--- config.mk ---
export PLATFORM = sky130hd
export DESIGN_NAME = word_trap_and_xor_unit
export DESIGN_NICKNAME = d
export VERILOG_FILES = /design/src/design/exec_pkg.sv /design/src/design/decode_if.sv /design/src/design/instr_decoder.sv /design/src/design/word_trap_and_xor_unit.sv
export SDC_FILE = /design/constraint.sdc
export NUM_CORES = 1
export LEC_CHECK = 0
export BUFFER_PORTS_ARGS = -buffer_cell sky130_fd_sc_hd__buf_2
export CAP_MARGIN = 30
export CORE_UTILIZATION = 35
export CTS_CLUSTER_SIZE = 8
export DETAILED_ROUTE_END_ITERATION = 7
export PLACE_DENSITY = 0.65
export SETUP_SLACK_MARGIN = 0.1
export SLEW_MARGIN = 20
export SYNTH_ARGS = -nofsm -noshare
export SYNTH_HDL_FRONTEND = slang
export SYNTH_SLANG_ARGS = --single-unit
--- constraint.sdc ---
create_clock -name pclk -period 1.6 [get_ports pclk]
set_input_delay 0.32 -clock pclk [delete_from_list [all_inputs] [get_ports pclk]]
set_output_delay 0.32 -clock pclk [all_outputs]
set_load 0.01 [all_outputs]
--- src/design/exec_pkg.sv ---
/*
 Constants, types and helper functions shared by the trap and XOR execute slice.
 Assumes a 32-bit instruction word with bit 0 of the printed layout at bit 31 here.
*/
// Summary of operation
// - Opcode 3 compares register with sign-extended immediate
// - Condition bits: slt, sgt, eq, ult, ugt
// - Nonzero masked compare raises trap interrupt
// - Immediate trap leaves exception register, field 0
// - Opcode 31/316 writes xor of two registers
// - Record bit updates field 0 LT GT EQ SO
// - Register xor never touches exception register
// - Opcode 26 xors zero-extended low immediate
// - Opcode 27 xors immediate in upper half
// - Immediate xors leave exception register, field 0
// - Immediate fields: 6-10, 11-15, 16-31
package exec_pkg;

    // Primary and extended opcodes
    localparam logic [5:0] OP_TRAP_IMM = 6'h03;
    localparam logic [5:0] OP_EXTENDED = 6'h1F;
    localparam logic [5:0] OP_XOR_LOW  = 6'h1A;
    localparam logic [5:0] OP_XOR_HIGH = 6'h1B;
    localparam logic [9:0] XO_XOR      = 10'h13C;

    // Condition mask bit positions (field bit 0 is the MSB)
    localparam int COND_SLT = 4;
    localparam int COND_SGT = 3;
    localparam int COND_EQ  = 2;
    localparam int COND_ULT = 1;
    localparam int COND_UGT = 0;

    // Register byte offsets
    localparam logic [7:0] CTRL_OFS      = 8'h00;
    localparam logic [7:0] STATUS_OFS    = 8'h04;
    localparam logic [7:0] IRQ_EN_OFS    = 8'h08;
    localparam logic [7:0] IRQ_CLR_OFS   = 8'h0C;
    localparam logic [7:0] TRAP_ADDR_OFS = 8'h10;

    // Field positions and reset values
    localparam int          CTRL_ENABLE_BIT = 0;
    localparam int          ST_TRAP_BIT     = 0;
    localparam int          ST_UNHANDLED    = 1;
    localparam int          EVENT_W         = 2;
    localparam logic [31:0] CTRL_RST        = 32'h0000_0001;
    localparam logic [1:0]  IRQ_EN_RST      = 2'h0;

    // Execute state
    typedef enum logic [0:0] {
        ST_RUN  = 1'b0,
        ST_TRAP = 1'b1
    } exe_state_t;

    // Sign extension of the 16-bit immediate
    function automatic logic [31:0] sext16(input logic [15:0] imm);
        return {{16{imm[15]}}, imm};
    endfunction

    // Five compare outcomes of a against b, in mask order
    function automatic logic [4:0] cmp_hits(input logic [31:0] a, input logic [31:0] b);
        logic [4:0] h;
        h = 5'h00;
        h[COND_SLT] = $signed(a) < $signed(b);
        h[COND_SGT] = $signed(a) > $signed(b);
        h[COND_EQ]  = a == b;
        h[COND_ULT] = a < b;
        h[COND_UGT] = a > b;
        return h;
    endfunction

endpackage

--- src/design/decode_if.sv ---
/*
 Decoded instruction fields passed from the decoder to the execute logic.
 Assumes the producer drives every field combinationally from one word.
*/
`timescale 1ns/1ps
interface decode_if;
    logic [5:0]  opcode;     // Primary opcode
    logic [4:0]  field_a;    // Bits 6-10: source or condition mask
    logic [4:0]  field_b;    // Bits 11-15: target or compare register
    logic [4:0]  field_c;    // Bits 16-20: third register
    logic [9:0]  ext_op;     // Bits 21-30: extended opcode
    logic        rec;        // Bit 31: record result
    logic [15:0] imm;        // Bits 16-31: immediate
    logic        is_trap;    // Immediate trap
    logic        is_xor;     // Register xor
    logic        is_xor_lo;  // Low immediate xor
    logic        is_xor_hi;  // High immediate xor

    modport producer (output opcode, field_a, field_b, field_c, ext_op, rec, imm,
                      output is_trap, is_xor, is_xor_lo, is_xor_hi);
    modport consumer (input opcode, field_a, field_b, field_c, ext_op, rec, imm,
                      input is_trap, is_xor, is_xor_lo, is_xor_hi);
endinterface

--- src/design/instr_decoder.sv ---
/*
 Instruction field decoder for the trap and XOR execute slice.
 Assumes the instruction word is stable while the issue strobe is high.
*/
`timescale 1ns/1ps
module instr_decoder
    import exec_pkg::*;
(
    input wire logic [31:0] instr, // Instruction word
    decode_if.producer      dec    // Decoded fields
);

    // Big-endian bit numbering: printed bit n sits at bit 31-n
    always_comb begin
        dec.opcode  = instr[31:26];
        dec.field_a = instr[25:21];
        dec.field_b = instr[20:16];
        dec.field_c = instr[15:11];
        dec.ext_op  = instr[10:1];
        dec.rec     = instr[0];
        dec.imm     = instr[15:0];
    end

    // Operation classes; anything else is reported as unhandled
    always_comb begin
        dec.is_trap   = instr[31:26] == OP_TRAP_IMM;
        dec.is_xor    = (instr[31:26] == OP_EXTENDED) && (instr[10:1] == XO_XOR);
        dec.is_xor_lo = instr[31:26] == OP_XOR_LOW;
        dec.is_xor_hi = instr[31:26] == OP_XOR_HIGH;
    end

endmodule

--- src/design/word_trap_and_xor_unit.sv ---
/*
 Execute slice for the immediate word trap and the XOR family, with an
 APB register file for control, event status and interrupt.
 Assumes operands are read by the register stage in the issue cycle and
 that the exception unit acknowledges a trap with a one-cycle pulse.
*/
`timescale 1ns/1ps
module word_trap_and_xor_unit
    import exec_pkg::*;
(
    input  wire logic        pclk,        // Core clock, 20 MHz
    input  wire logic        presetn,     // Async reset, active low
    input  wire logic [7:0]  paddr,       // APB byte address
    input  wire logic        psel,        // APB select
    input  wire logic        penable,     // APB access phase
    input  wire logic        pwrite,      // APB write
    input  wire logic [31:0] pwdata,      // APB write data
    output logic      [31:0] prdata,      // APB read data
    output logic             pready,      // APB ready
    output logic             pslverr,     // APB error, unmapped
    output logic             irq,         // Level interrupt
    input  wire logic        issue_valid, // Instruction offered
    output logic             issue_ready, // Slice accepts
    input  wire logic [31:0] instr,       // Instruction word
    input  wire logic [31:0] instr_addr,  // Instruction address
    input  wire logic [31:0] src_value,   // Register at bits 6-10
    input  wire logic [31:0] cmp_value,   // Register at bits 11-15
    input  wire logic [31:0] rhs_value,   // Register at bits 16-20
    input  wire logic        so_in,       // Summary overflow now
    input  wire logic        trap_ack,    // Interrupt taken
    output logic             wb_valid,    // Writeback pulse
    output logic      [4:0]  wb_reg,      // Target register
    output logic      [31:0] wb_data,     // Result
    output logic             cr0_we,      // Field 0 update pulse
    output logic      [3:0]  cr0_value,   // LT GT EQ SO
    output logic             trap_req,    // Program interrupt request
    output logic      [31:0] trap_addr    // Trapping address
);

    // Decoded fields
    decode_if dec_bus ();

    // Field decoder instance
    instr_decoder u_dec (
        .instr (instr),
        .dec   (dec_bus)
    );

    // Control and status storage
    logic [31:0]        ctrl;         // Control register
    logic [EVENT_W-1:0] status;       // Sticky events
    logic [EVENT_W-1:0] irq_en;       // Interrupt enables
    logic [EVENT_W-1:0] event_set;    // Events this cycle
    logic [EVENT_W-1:0] clr_mask;     // Software clear this cycle
    exe_state_t         state;        // Run or trap pending

    // Execute datapath signals
    logic        take;         // Instruction accepted
    logic [31:0] imm_sext;     // Sign-extended immediate
    logic [4:0]  hits;         // Compare outcomes
    logic        trap_fire;    // Trap taken by this instruction
    logic        write_back;   // Result goes to register file
    logic [31:0] next_result;  // Result value
    logic        unhandled;    // Opcode not served here

    // APB phase decode
    logic setup;    // Setup cycle
    logic access;   // Completing access
    logic mapped;   // Address in map

    // Accept only while enabled and no trap pending
    assign take = issue_valid && issue_ready;

    // Compare operand and outcomes
    assign imm_sext = sext16(dec_bus.imm);
    assign hits     = cmp_hits(cmp_value, imm_sext);

    // Masked compare decides the trap
    assign trap_fire = take && dec_bus.is_trap &&
                       ((hits & dec_bus.field_a) != 5'h00);

    // Only the three XOR forms write a result
    assign write_back = take && (dec_bus.is_xor || dec_bus.is_xor_lo || dec_bus.is_xor_hi);

    // Unknown operation seen at issue
    assign unhandled = take && !(dec_bus.is_trap || dec_bus.is_xor ||
                                 dec_bus.is_xor_lo || dec_bus.is_xor_hi);

    // Result selection
    always_comb begin
        next_result = 32'h0000_0000;
        if (dec_bus.is_xor) begin
            next_result = src_value ^ rhs_value;
        end else if (dec_bus.is_xor_lo) begin
            next_result = src_value ^ {16'h0000, dec_bus.imm};
        end else if (dec_bus.is_xor_hi) begin
            next_result = src_value ^ {dec_bus.imm, 16'h0000};
        end
    end

    // Execute state: a trap stalls issue until the interrupt is taken
    always_ff @(posedge pclk or negedge presetn) begin
        if (!presetn) begin
            state <= ST_RUN;
        end else begin
            case (state)
                ST_RUN: begin
                    if (trap_fire) begin
                        state <= ST_TRAP;
                    end
                end
                ST_TRAP: begin
                    if (trap_ack) begin
                        state <= ST_RUN;
                    end
                end
                default: begin
                    state <= ST_RUN;
                end
            endcase
        end
    end

    // Ready drops the edge after a trap, so nothing later retires
    always_ff @(posedge pclk or negedge presetn) begin
        if (!presetn) begin
            issue_ready <= 1'b0;
        end else if (trap_fire) begin
            issue_ready <= 1'b0;
        end else if (state == ST_TRAP) begin
            issue_ready <= trap_ack && ctrl[CTRL_ENABLE_BIT];
        end else begin
            issue_ready <= ctrl[CTRL_ENABLE_BIT];
        end
    end

    // Trap request held until the exception unit acknowledges
    always_ff @(posedge pclk or negedge presetn) begin
        if (!presetn) begin
            trap_req  <= 1'b0;
            trap_addr <= 32'h0000_0000;
        end else if (trap_fire) begin
            trap_req  <= 1'b1;
            trap_addr <= instr_addr;
        end else if (trap_ack) begin
            trap_req  <= 1'b0;
        end
    end

    // Writeback; traps never write a register
    always_ff @(posedge pclk or negedge presetn) begin
        if (!presetn) begin
            wb_valid <= 1'b0;
            wb_reg   <= 5'h00;
            wb_data  <= 32'h0000_0000;
        end else begin
            wb_valid <= write_back;
            if (write_back) begin
                wb_reg  <= dec_bus.field_b;
                wb_data <= next_result;
            end
        end
    end

    // Field 0 update only for the register xor with record set.
    // No exception register output exists: none of these forms writes it.
    always_ff @(posedge pclk or negedge presetn) begin
        if (!presetn) begin
            cr0_we    <= 1'b0;
            cr0_value <= 4'h0;
        end else begin
            cr0_we <= take && dec_bus.is_xor && dec_bus.rec;
            if (take && dec_bus.is_xor && dec_bus.rec) begin
                cr0_value <= {next_result[31],
                              !next_result[31] && (next_result != 32'h0000_0000),
                              next_result == 32'h0000_0000,
                              so_in};
            end
        end
    end

    // APB phases
    assign setup  = psel && !penable;
    assign access = psel && penable && pready;
    assign mapped = (paddr == CTRL_OFS) || (paddr == STATUS_OFS) || (paddr == IRQ_EN_OFS) ||
                    (paddr == IRQ_CLR_OFS) || (paddr == TRAP_ADDR_OFS);

    // Ready answers in the first access cycle, no wait states
    always_ff @(posedge pclk or negedge presetn) begin
        if (!presetn) begin
            pready  <= 1'b0;
            pslverr <= 1'b0;
        end else begin
            pready  <= setup;
            pslverr <= setup && !mapped;
        end
    end

    // Read data captured in the setup cycle
    always_ff @(posedge pclk or negedge presetn) begin
        if (!presetn) begin
            prdata <= 32'h0000_0000;
        end else if (setup) begin
            case (paddr)
                CTRL_OFS:      prdata <= ctrl;
                STATUS_OFS:    prdata <= {30'h0000_0000, status};
                IRQ_EN_OFS:    prdata <= {30'h0000_0000, irq_en};
                TRAP_ADDR_OFS: prdata <= trap_addr;
                default:       prdata <= 32'h0000_0000;  // Clear and unmapped read zero
            endcase
        end
    end

    // Control and enable writes
    always_ff @(posedge pclk or negedge presetn) begin
        if (!presetn) begin
            ctrl   <= CTRL_RST;
            irq_en <= IRQ_EN_RST;
        end else if (access && pwrite) begin
            if (paddr == CTRL_OFS) begin
                ctrl <= {31'h0000_0000, pwdata[CTRL_ENABLE_BIT]};
            end
            if (paddr == IRQ_EN_OFS) begin
                irq_en <= pwdata[EVENT_W-1:0];
            end
        end
    end

    // Events and software clear
    assign event_set = {unhandled, trap_fire};
    assign clr_mask  = (access && pwrite && paddr == IRQ_CLR_OFS) ?
                       pwdata[EVENT_W-1:0] : 2'h0;

    // Sticky status; a new event wins over a clear in the same cycle
    always_ff @(posedge pclk or negedge presetn) begin
        if (!presetn) begin
            status <= 2'h0;
        end else begin
            status <= (status & ~clr_mask) | event_set;
        end
    end

    // Interrupt level from enabled status, one cycle behind
    always_ff @(posedge pclk or negedge presetn) begin
        if (!presetn) begin
            irq <= 1'b0;
        end else begin
            irq <= |(status & irq_en);
        end
    end

    // Helper: immediate trap accepted
    logic take_trap;
    assign take_trap = take && dec_bus.is_trap;
endmodule

# Word level (Yosys, flattened, before mapping)
# Index checks and enable logic that the tools add are counted.
[op_classes]
n_addsub = 0
shift = 0
magnitude_cmp = 4
eq_ne = 10
reduce_logical = 37
n_mul = 0
n_mux = 12
bitwise_logic = 9
n_div = 0
[ops]
columns = ["cell", "count"]
rows = [
  ["32-bit one-hot mux with 4 select lines", 1],
  ["32-bit two-way mux", 3],
  ["32-bit bitwise XOR", 2],
  ["32-bit == test", 1],
  ["32-bit by 16-bit greater-than comparator with 1-bit output", 1],
  ["32-bit greater-than comparator", 1],
  ["32-bit zero test", 1],
  ["32-bit by 16-bit less-than comparator with 1-bit output", 1],
  ["32-bit less-than comparator", 1],
  ["32-bit nonzero test", 1],
  ["32-bit by 16-bit bitwise XOR with 32-bit output", 1],
  ["6-bit by 5-bit == test with 1-bit output, second input constant", 3],
  ["8-bit by 4-bit == test with 1-bit output, second input constant", 2],
  ["1-bit logical AND", 16],
  ["10-bit by 9-bit == test with 1-bit output, second input constant", 1],
  ["1-bit logical OR", 9],
  ["8-bit by 3-bit == test with 1-bit output, second input constant", 1],
  ["8-bit by 5-bit == test with 1-bit output, second input constant", 1],
  ["8-bit zero test", 1],
  ["6-bit by 2-bit == test with 1-bit output, second input constant", 1],
  ["1-bit two-way mux", 6],
  ["5-bit bitwise AND", 1],
  ["5-bit nonzero test", 1],
  ["2-bit bitwise AND", 2],
  ["other kinds (9)", 13],
]
[totals]
mem_count = 0
rom_bits = 0
in_bits = 208
latch_bits = 0
reg_bits = 118
ram_bits = 0
out_inout_bits = 112

# Logic depth before layout (Yosys ltp)
# Gate-level depths: netlist of run 1.
[logic_depth]
word_depth = 8
mapped_depth = 12

# By module
# Synthesis of run 1 repeated with hierarchy kept, for this count alone.
[hier_totals]
cells_unflattened = 666
hier_area_um2 = 7050.5
[modules_own_cells]
columns = ["module", "area_per_inst_um2", "seq_area_each_um2", "instances", "cells_each"]
rows = [
  ["word_trap_and_xor_unit", 6610.1, 2954.1, 1, 608],
  ["instr_decoder", 440.4, 0.0, 1, 58],
]

# Worst setup path after synthesis of run 1
# Ideal clock, no wire load.
[synth_path]
kind = "input to register"
from = "input instr[15]"
to = "register trap_addr[10]"
t_arrival_ns = 2.879
setup_time_ns = 0.125
path_slack_ns = -1.405
path_stages = 11
path_cell_list = "inv_1 -> ha_1 -> a21o_1 -> a221o_1 -> a22oi_1 -> o211ai_1 -> a32oi_1 -> a21boi_2 -> a31oi_4 -> buf_6 -> mux2_4"
[synth_between]
elab_chain_cells = 4
[synth_lines]
columns = ["element", "line_no", "rtl"]
rows = [
  ["start, declared", "word_trap_and_xor_unit.sv:24", "input wire logic [31:0] instr,"],
  ["32-bit greater-than comparator, or another cell as far along", "exec_pkg.sv:67", "h[COND_UGT] = a > b;"],
  ["5-bit bitwise AND *", "word_trap_and_xor_unit.sv:80", "((hits & dec_bus.field_a) != 5'h00);"],
  ["5-bit nonzero test *", "word_trap_and_xor_unit.sv:80", ""],
  ["1-bit logical AND *", "word_trap_and_xor_unit.sv:79", "assign trap_fire = take && dec_bus.is_trap &&"],
  ["end signal, assigned", "word_trap_and_xor_unit.sv:144", "trap_addr <= instr_addr;"],
  ["end, declared", "word_trap_and_xor_unit.sv:37", "output logic [31:0] trap_addr"],
]
# Every way passes the cells marked *; elsewhere a longest branch is shown, timed or not.
# A chain may end at the register's enable or synchronous reset.

# Worst setup path in the final report of run 1
[layout_path]
from = "input instr[15]"
to = "register trap_addr[9]"
# The elaborated chain is that of the path after synthesis.

==> results.sh, run 1 <==
export IMPL_status="finished with violations"
export IMPL_violations="setup timing"
export IMPL_timing_rr_start="issue_ready$_DFF_PN0_"
export IMPL_vias=7164
export IMPL_core_mm2=0.0195
export IMPL_reg2reg_setup_slack_ns=-0.25
export IMPL_track_usage_pct=24.0
export IMPL_synth_seq_area_share_pct=42.5
export IMPL_worstSetupPathType="input pin to flip-flop"
export IMPL_maxSlewViolCount=0
export IMPL_p_sw_share_pct=25.1
export IMPL_hold_depth=2
export IMPL_cts_max_level=4
export IMPL_ys_ff_latch=118
export IMPL_antenna_found_initial=4
export IMPL_synthArstFlopShare_pct=100
export IMPL_grt_first_pass_wirelength_um=37100
export IMPL_gp_congestion=0.872
export IMPL_finalCriticalPeriod_ns=2.78
export IMPL_post_route_drc_count=0
export IMPL_power_switching_mw=2.10
export IMPL_syn_nets=932
export IMPL_multi_input_area_mm2=0.00428
export IMPL_regArea_mm2=0.00295
export IMPL_required_ns=1.89
export IMPL_drive_gt1_share_pct=55.5
export IMPL_synth_top_area_cell="dfrtp_1"
export IMPL_portBuffers=289
export IMPL_wl_per_cell_um=17.5
export IMPL_top_regs="prdata x32, trap_addr x32, wb_data x32"
export IMPL_min_to="trap_req$_DFFE_PN0P_"
export IMPL_cts_tree="yes"
export IMPL_hp_start="trap_ack"
export IMPL_power_frac_seq_pct=35.8
export IMPL_yosysUniqueCellTypes=61
export IMPL_worst_slew_pin_slew_ns=0.442
export IMPL_cts_buffers=17
export IMPL_clk_pin_slew_ns=0.06
export IMPL_leakage_nw=5.92
export IMPL_grt_setup_unrepaired="yes"
export IMPL_cts_buffer_depth=2
export IMPL_p_int_mw=6.27
export IMPL_synth_top_cell_area_share_pct=42.2
export IMPL_crit_path_start_kind="input pin"
export IMPL_rr_worst_depth=7
export IMPL_p_comb_share_pct=15.9
export IMPL_hold_viol_final=0
export IMPL_nFillCells=1667
export IMPL_synth_edf_count=0
export IMPL_syn_instance_count=692
export IMPL_start_util_pct=35.7
export IMPL_syn_area_mm2=0.00694
export IMPL_crit_fanout=5
export IMPL_peakVddDrop_uv=534
export IMPL_grt_pass1_vias=7059
export IMPL_die_w_um=143
export IMPL_grt_overflow_total=0
export IMPL_powerDensity_mw_per_mm2=727
export IMPL_die_area_mm2=0.0204
export IMPL_nets=1376
export IMPL_relSlewSlack_pct=70.2
export IMPL_synth_ff_type="dfrtp_1"
export IMPL_synthTopCellsByArea="dfrtp_1 (42%), ha_1 (5.8%), mux2_4 (5.6%), xor2_1 (4.7%), xnor2_1 (4.3%)"
export IMPL_p_clk_share_pct=48.3
export IMPL_cp_data_arrival_time_ns=3.07
export IMPL_viasPerCell=5.07
export IMPL_fmax_mhz=360
export IMPL_grt_max_degree=33
export IMPL_cts_sinks=118
export IMPL_drt_iter0_markers=263
export IMPL_area_growth_pct=66.0
export IMPL_rr_endpoint="trap_addr[9]$_DFFE_PN0P_"
export IMPL_setup_tns_ns=-53.14
export IMPL_fp_dieH_um=143
export IMPL_cp_end_kind="flip-flop"
export IMPL_fin_util_pct=59.2
export IMPL_fp_row_count=51
export IMPL_clk_latency_ns=0.41
export IMPL_drt_pass1_iterations=4
export IMPL_fin_crit_sh_pct=174
export IMPL_io_pin_count=320
export IMPL_skew_ns=0.00981
export IMPL_finalWorstSetupSlack_ns=-1.18
export IMPL_yosys_warnings=0
export IMPL_cap_violations=0
export IMPL_totalWireLength_um=24800
export IMPL_hold_class="input pin to flip-flop"
export IMPL_cts_root_buf="clkbuf_16"
export IMPL_postRouteAntennaNets=0
export IMPL_setup_viol_count_final=78
export IMPL_dp_hpwl_um=18700
export IMPL_synth_area_per_cell_um2=10.0
[per-layer routing]
| metal | vias to the layer above | track usage, % | wire length, µm | share of wire (%) |
|---|---|---|---|---|
| li1 | 3403 | - | - | - |
| met1 | 3410 | 27.6 | 9970 | 40 |
| met2 | 309 | 41.8 | 12200 | 49 |
| met3 | 38 | 7.18 | 1960 | 7.9 |
| met4 | 4 | 8.94 | 561 | 2.3 |
| met5 | - | 0 | 27 | 0.11 |
[cells by family (layout without fill, tap and decap cells)]
family / count (synthesis) / count (layout) / synth area share, %
compound gates: 187 / 187 / 17.9
simple gates: 183 / 183 / 13.0
flops: 118 / 118 / 42.5
xor+xnor: 71 / 71 / 8.96
buf+inv: 59 / 515 / 3.69
mux: 42 / 42 / 8.20
fa+ha+maj: 32 / 32 / 5.77
other cells: 0 / 1 / 0
[cells in the mapped netlist (2+ instances only)]
library cell and instances:
dfrtp_1 117, a21oi_1 59, nand2_1 54, nor2_1 52, xor2_1 37, o21ai_0 35
xnor2_1 34, a22o_1 33, ha_1 32, a22oi_1 29, mux2_4 26, clkbuf_1 24
inv_1 22, mux2_2 15, nand4_1 12, nand3_1 10, nor3_1 9, buf_2 7
nor4_1 7, or3_1 7, a31oi_1 5, nor2b_1 4, and4_1 3, buf_6 3
nand2b_1 3, nand3b_1 3, nor3b_1 3, o32ai_1 3, a21o_1 2, a32oi_1 2
and2_1 2, and3_1 2, buf_1 2, nor4_2 2, nor4b_1 2, o211ai_1 2
o22ai_1 2, o31ai_1 2, or4_1 2
[power groups by stage]
stage                     registers (mW)  clock network, mW  logic [mW]
after floorplan                     3.05                  0       0.480
after global placement              3.05                  0        1.21
after detailed placement            3.05                  0        1.23
after CTS                           3.00               4.14        1.31
after global routing                3.00               4.26        1.45
final                               3.00               4.05        1.33
[final cells by class]
class	instances	share of cell area, %
antenna	1	0.0217
clock buffer	17	3.69
clock inverter	14	1.73
inverter	22	0.771
multi-input combinational	515	37.2
sequential	118	25.6
tap	265	2.88
timing repair buffer	461	28.1
timing repair inverter	1	0.0651
[how the worst max path moves through the flow]
stage / endpoint / startpoint / slack [ns] / cells past startpoint
after floorplan: trap_addr[10]$_DFFE_PN0P_ / instr[15] / -1.34 / 10
after global placement: trap_addr[1]$_DFFE_PN0P_ / instr[15] / -1.63 / 11
after detailed placement: trap_addr[2]$_DFFE_PN0P_ / instr[15] / -1.73 / 11
after CTS: trap_addr[3]$_DFFE_PN0P_ / instr[15] / -1.15 / 13
after global routing: trap_addr[28]$_DFFE_PN0P_ / instr[15] / -1.25 / 15
final: trap_addr[9]$_DFFE_PN0P_ / instr[15] / -1.18 / 15
[stage by stage]
stage	cell area, µm²	hold WS [ns]	power (mW)	setup WS [ns]	std cells
floorplan	7190	0.0244	3.53	-1.34	692
global placement	9860	0.227	4.26	-1.63	1345
detailed placement	9860	0.228	4.28	-1.73	1345
CTS	11400	0.101	8.44	-1.15	1411
global route	11500	0.0899	8.71	-1.25	1413
finish	11500	0.107	8.37	-1.18	1414
[what timing repair did]
action | in CTS | in global routing
pin swaps | 24 | 17
setup buffers | 27 | 5
cloned | 9 | 1
hold endpoints to repair | 15 | 0
endpoints found under the setup margin | 79 | 79
hold buffers | 1 | 0
gates resized for setup | 104 | 45
[worst max-delay path: stages]
cell,delay (ns)
buf_8,0.09
clkinvlp_4,0.14
buf_6,0.17
buf_6,0.13
ha_4,0.28
nand2_4,0.06
nor4_4,0.32
nand4_1,0.24
nor3_2,0.27
a32oi_1,0.14
a21boi_2,0.20
a31oi_4,0.06
buf_6,0.18
clkbuf_16,0.16
mux2_4,0.30
[cells in the final DEF (no fill, tap or decap), types with 7 or more instances in the layout]
cell / n
a21oi_1: 28
buf_12: 18
xnor2_1: 34
dfrtp_1: 117
a22oi_1: 28
xor2_1: 37
buf_8: 7
mux2_4: 36
clkbuf_16: 18
a22o_1: 33
buf_4: 124
nor2_2: 12
o21ai_0: 28
nor4_1: 7
nand2_1: 49
nor3_1: 8
nor2_1: 22
nor2_4: 18
inv_1: 20
buf_2: 283
ha_1: 27
buf_6: 22
a21oi_2: 30
nand3_1: 9
nand4_1: 12
(Power assumes the default switching activity.)
==> run 2, diff against run 1 <==
--- a/config.mk
+++ b/config.mk
@@ -10,7 +10,7 @@
 export CORE_UTILIZATION = 35
 export CTS_CLUSTER_SIZE = 8
 export DETAILED_ROUTE_END_ITERATION = 7
-export PLACE_DENSITY = 0.65
+export REMOVE_ABC_BUFFERS = 1
 export SETUP_SLACK_MARGIN = 0.1
 export SLEW_MARGIN = 20
 export SYNTH_ARGS = -nofsm -noshare
==> constraint.sdc (replaced) <==
create_clock -name pclk -period 3.59 [get_ports pclk]
set_input_delay 0.718 -clock pclk [delete_from_list [all_inputs] [get_ports pclk]]
set_output_delay 0.718 -clock pclk [all_outputs]
set_load 0.01 [all_outputs]
==> results.sh, run 2 (synthesis results as in run 1) <==
export IMPL_nFillCells=1894
export IMPL_cp_cell_sequence="buf_2 > inv_1 > buf_4 > ha_1 > nand4_1 > nor4_2 > nand4_1 > nor3_1 > nand2_1 > a31oi_4 > buf_12 > mux2_2"
export IMPL_wl_per_cell_um=17.5
export IMPL_cpMostUsedCell="nand4_1"
export IMPL_start_util_pct=35.7
export IMPL_fp_dieH_um=143
export IMPL_dp_hpwl_um=17300
export IMPL_crit_fanout=36
export IMPL_cp_data_arrival_time_ns=3.45
export IMPL_pre_cts_ws_ns=-0.0100
export IMPL_status="completed"
export IMPL_clk_pin_slew_ns=0.06
export IMPL_nets=1225
export IMPL_antenna_found_initial=0
export IMPL_cts_setup_buffers=0
export IMPL_drt_pass1_iterations=5
export IMPL_die_w_um=143
export IMPL_vias=6389
export IMPL_leakage_nw=4.93
export IMPL_crit_path_start_kind="input pin"
export IMPL_fmax_mhz=318
export IMPL_crit_family="simple AND/OR/NAND/NOR gates"
export IMPL_cts_max_level=4
export IMPL_cp_slowest_stage_delay_ns=0.37
export IMPL_post_route_drc_count=0
export IMPL_skew_ns=0.00868
export IMPL_cp_end_kind="flip-flop"
export IMPL_hold_viol_final=0
export IMPL_cts_tree="yes"
export IMPL_grtUsageMet2_pct=37.2
export IMPL_required_ns=3.89
export IMPL_use_met1_pct=27.2
export IMPL_hold_class="input pin to asynchronous set/reset pin"
export IMPL_final_common_cell="buf_2"
export IMPL_viasPerCell=5.06
export IMPL_cts_hold_buf=0
export IMPL_totalWireLength_um=22100
export IMPL_grt_max_degree=61
export IMPL_top_regs="prdata x32, trap_addr x32, wb_data x32"
export IMPL_track_usage_pct=22.1
export IMPL_cap_violations=0
export IMPL_drt_iter0_markers=210
export IMPL_p_total_mw=3.52
export IMPL_grtUsageMet3_pct=5.67
export IMPL_diodes=0
export IMPL_critical_path_buf_inv_count=4
export IMPL_clk_latency_ns=0.42
export IMPL_cts_root_buf="clkbuf_16"
export IMPL_relSlewSlack_pct=47.4
export IMPL_grt_setup_unrepaired="no"
export IMPL_maxSlewViolCount=0
export IMPL_drive_gt1_share_pct=39.4
export IMPL_cts_buffers=17
export IMPL_io_pin_count=320
export IMPL_portBuffers=289
export IMPL_cp_slowest_cell="mux2_2"
export IMPL_grt_overflow_total=0
export IMPL_gp_congestion=0.846
export IMPL_cts_buffer_depth=2
export IMPL_finalCriticalPeriod_ns=3.15
export IMPL_area_growth_pct=34.9
export IMPL_peakVddDrop_uv=216
export IMPL_grt_first_pass_wirelength_um=34100
export IMPL_grt_pass1_vias=6248
export IMPL_final_cell_mix="buf_2 (288), dfrtp_1 (117), a21oi_1 (58)"
export IMPL_fp_row_count=51
export IMPL_worstSetupPathType="input pin to flip-flop"
export IMPL_cts_resized_gates=0
export IMPL_finalWorstSetupSlack_ns=0.441
export IMPL_core_mm2=0.0195
export IMPL_worst_slew_pin_slew_ns=0.790
export IMPL_die_area_mm2=0.0204
export IMPL_fin_crit_sh_pct=87.7
export IMPL_setup_viol_count_final=0
export IMPL_powerDensity_mw_per_mm2=376
export IMPL_cts_sinks=118
export IMPL_postRouteAntennaNets=0
export IMPL_gr_max_usage_layer="met2"
run 2: worst register-to-register path, stage by stage, from the launching register on:
cell      delay (ns)
dfrtp_1         0.41
nand2_1         0.15
nor2_1          0.36
a21boi_2        0.29
a31oi_4         0.06
buf_12          0.22
mux2_4          0.38
run 2: where the power goes:
group / switching, mW / internal (mW)
Sequential: 0.00170 / 1.33
Combinational: 0.250 / 0.188
Clock: 0.653 / 1.10
run 2: path summary, 6_finish.rpt:
check	slack (ns)	from	end	cells past startpoint
max in group asynchronous	2.42	presetn	prdata[13]$_DFFE_PN0P_	2
hold / removal	0.38	presetn	pslverr$_DFF_PN0_	1
min in group pclk	0.47	prdata[1]$_DFFE_PN0P_	prdata[1]$_DFFE_PN0P_	2
setup / recovery	0.44	instr[15]	trap_addr[3]$_DFFE_PN0P_	12
setup reg to reg	1.62	issue_ready$_DFF_PN0_	trap_addr[27]$_DFFE_PN0P_	6
hold reg to reg	0.47	prdata[1]$_DFFE_PN0P_	prdata[1]$_DFFE_PN0P_	2
run 2: stage by stage:
step                TNS (ns)  cell area (µm²)  hold slack, ns  std cells  utilization [%]
floorplan             -46.33             6770           0.422        655                -
global placement           0             8760           0.457       1231             45.0
detailed placement   -0.0305             8760           0.465       1231             45.0
CTS                        0             9370           0.418       1263             48.1
global route               0             9370           0.452       1263             48.1
finish                     0             9370           0.379       1263             48.1
run 2: final cells by class:
| class | instances | area, µm² | share of cell area [%] |
|---|---|---|---|
| clock buffer | 18 | 429 | 4.58 |
| clock inverter | 14 | 174 | 1.86 |
| inverter | 22 | 82.6 | 0.882 |
| multi-input combinational | 515 | 3760 | 40.1 |
| sequential | 118 | 2950 | 31.5 |
| tap | 265 | 332 | 3.54 |
| timing repair buffer | 311 | 1640 | 17.5 |
run 2: layer usage:
metal	vias up	routed length (µm)	share of wire, %
met1	3020	9370	43
met2	238	10700	48
met4	0	373	1.7
met5	-	0	0
li1	3110	-	-
met3	21	1650	7.5
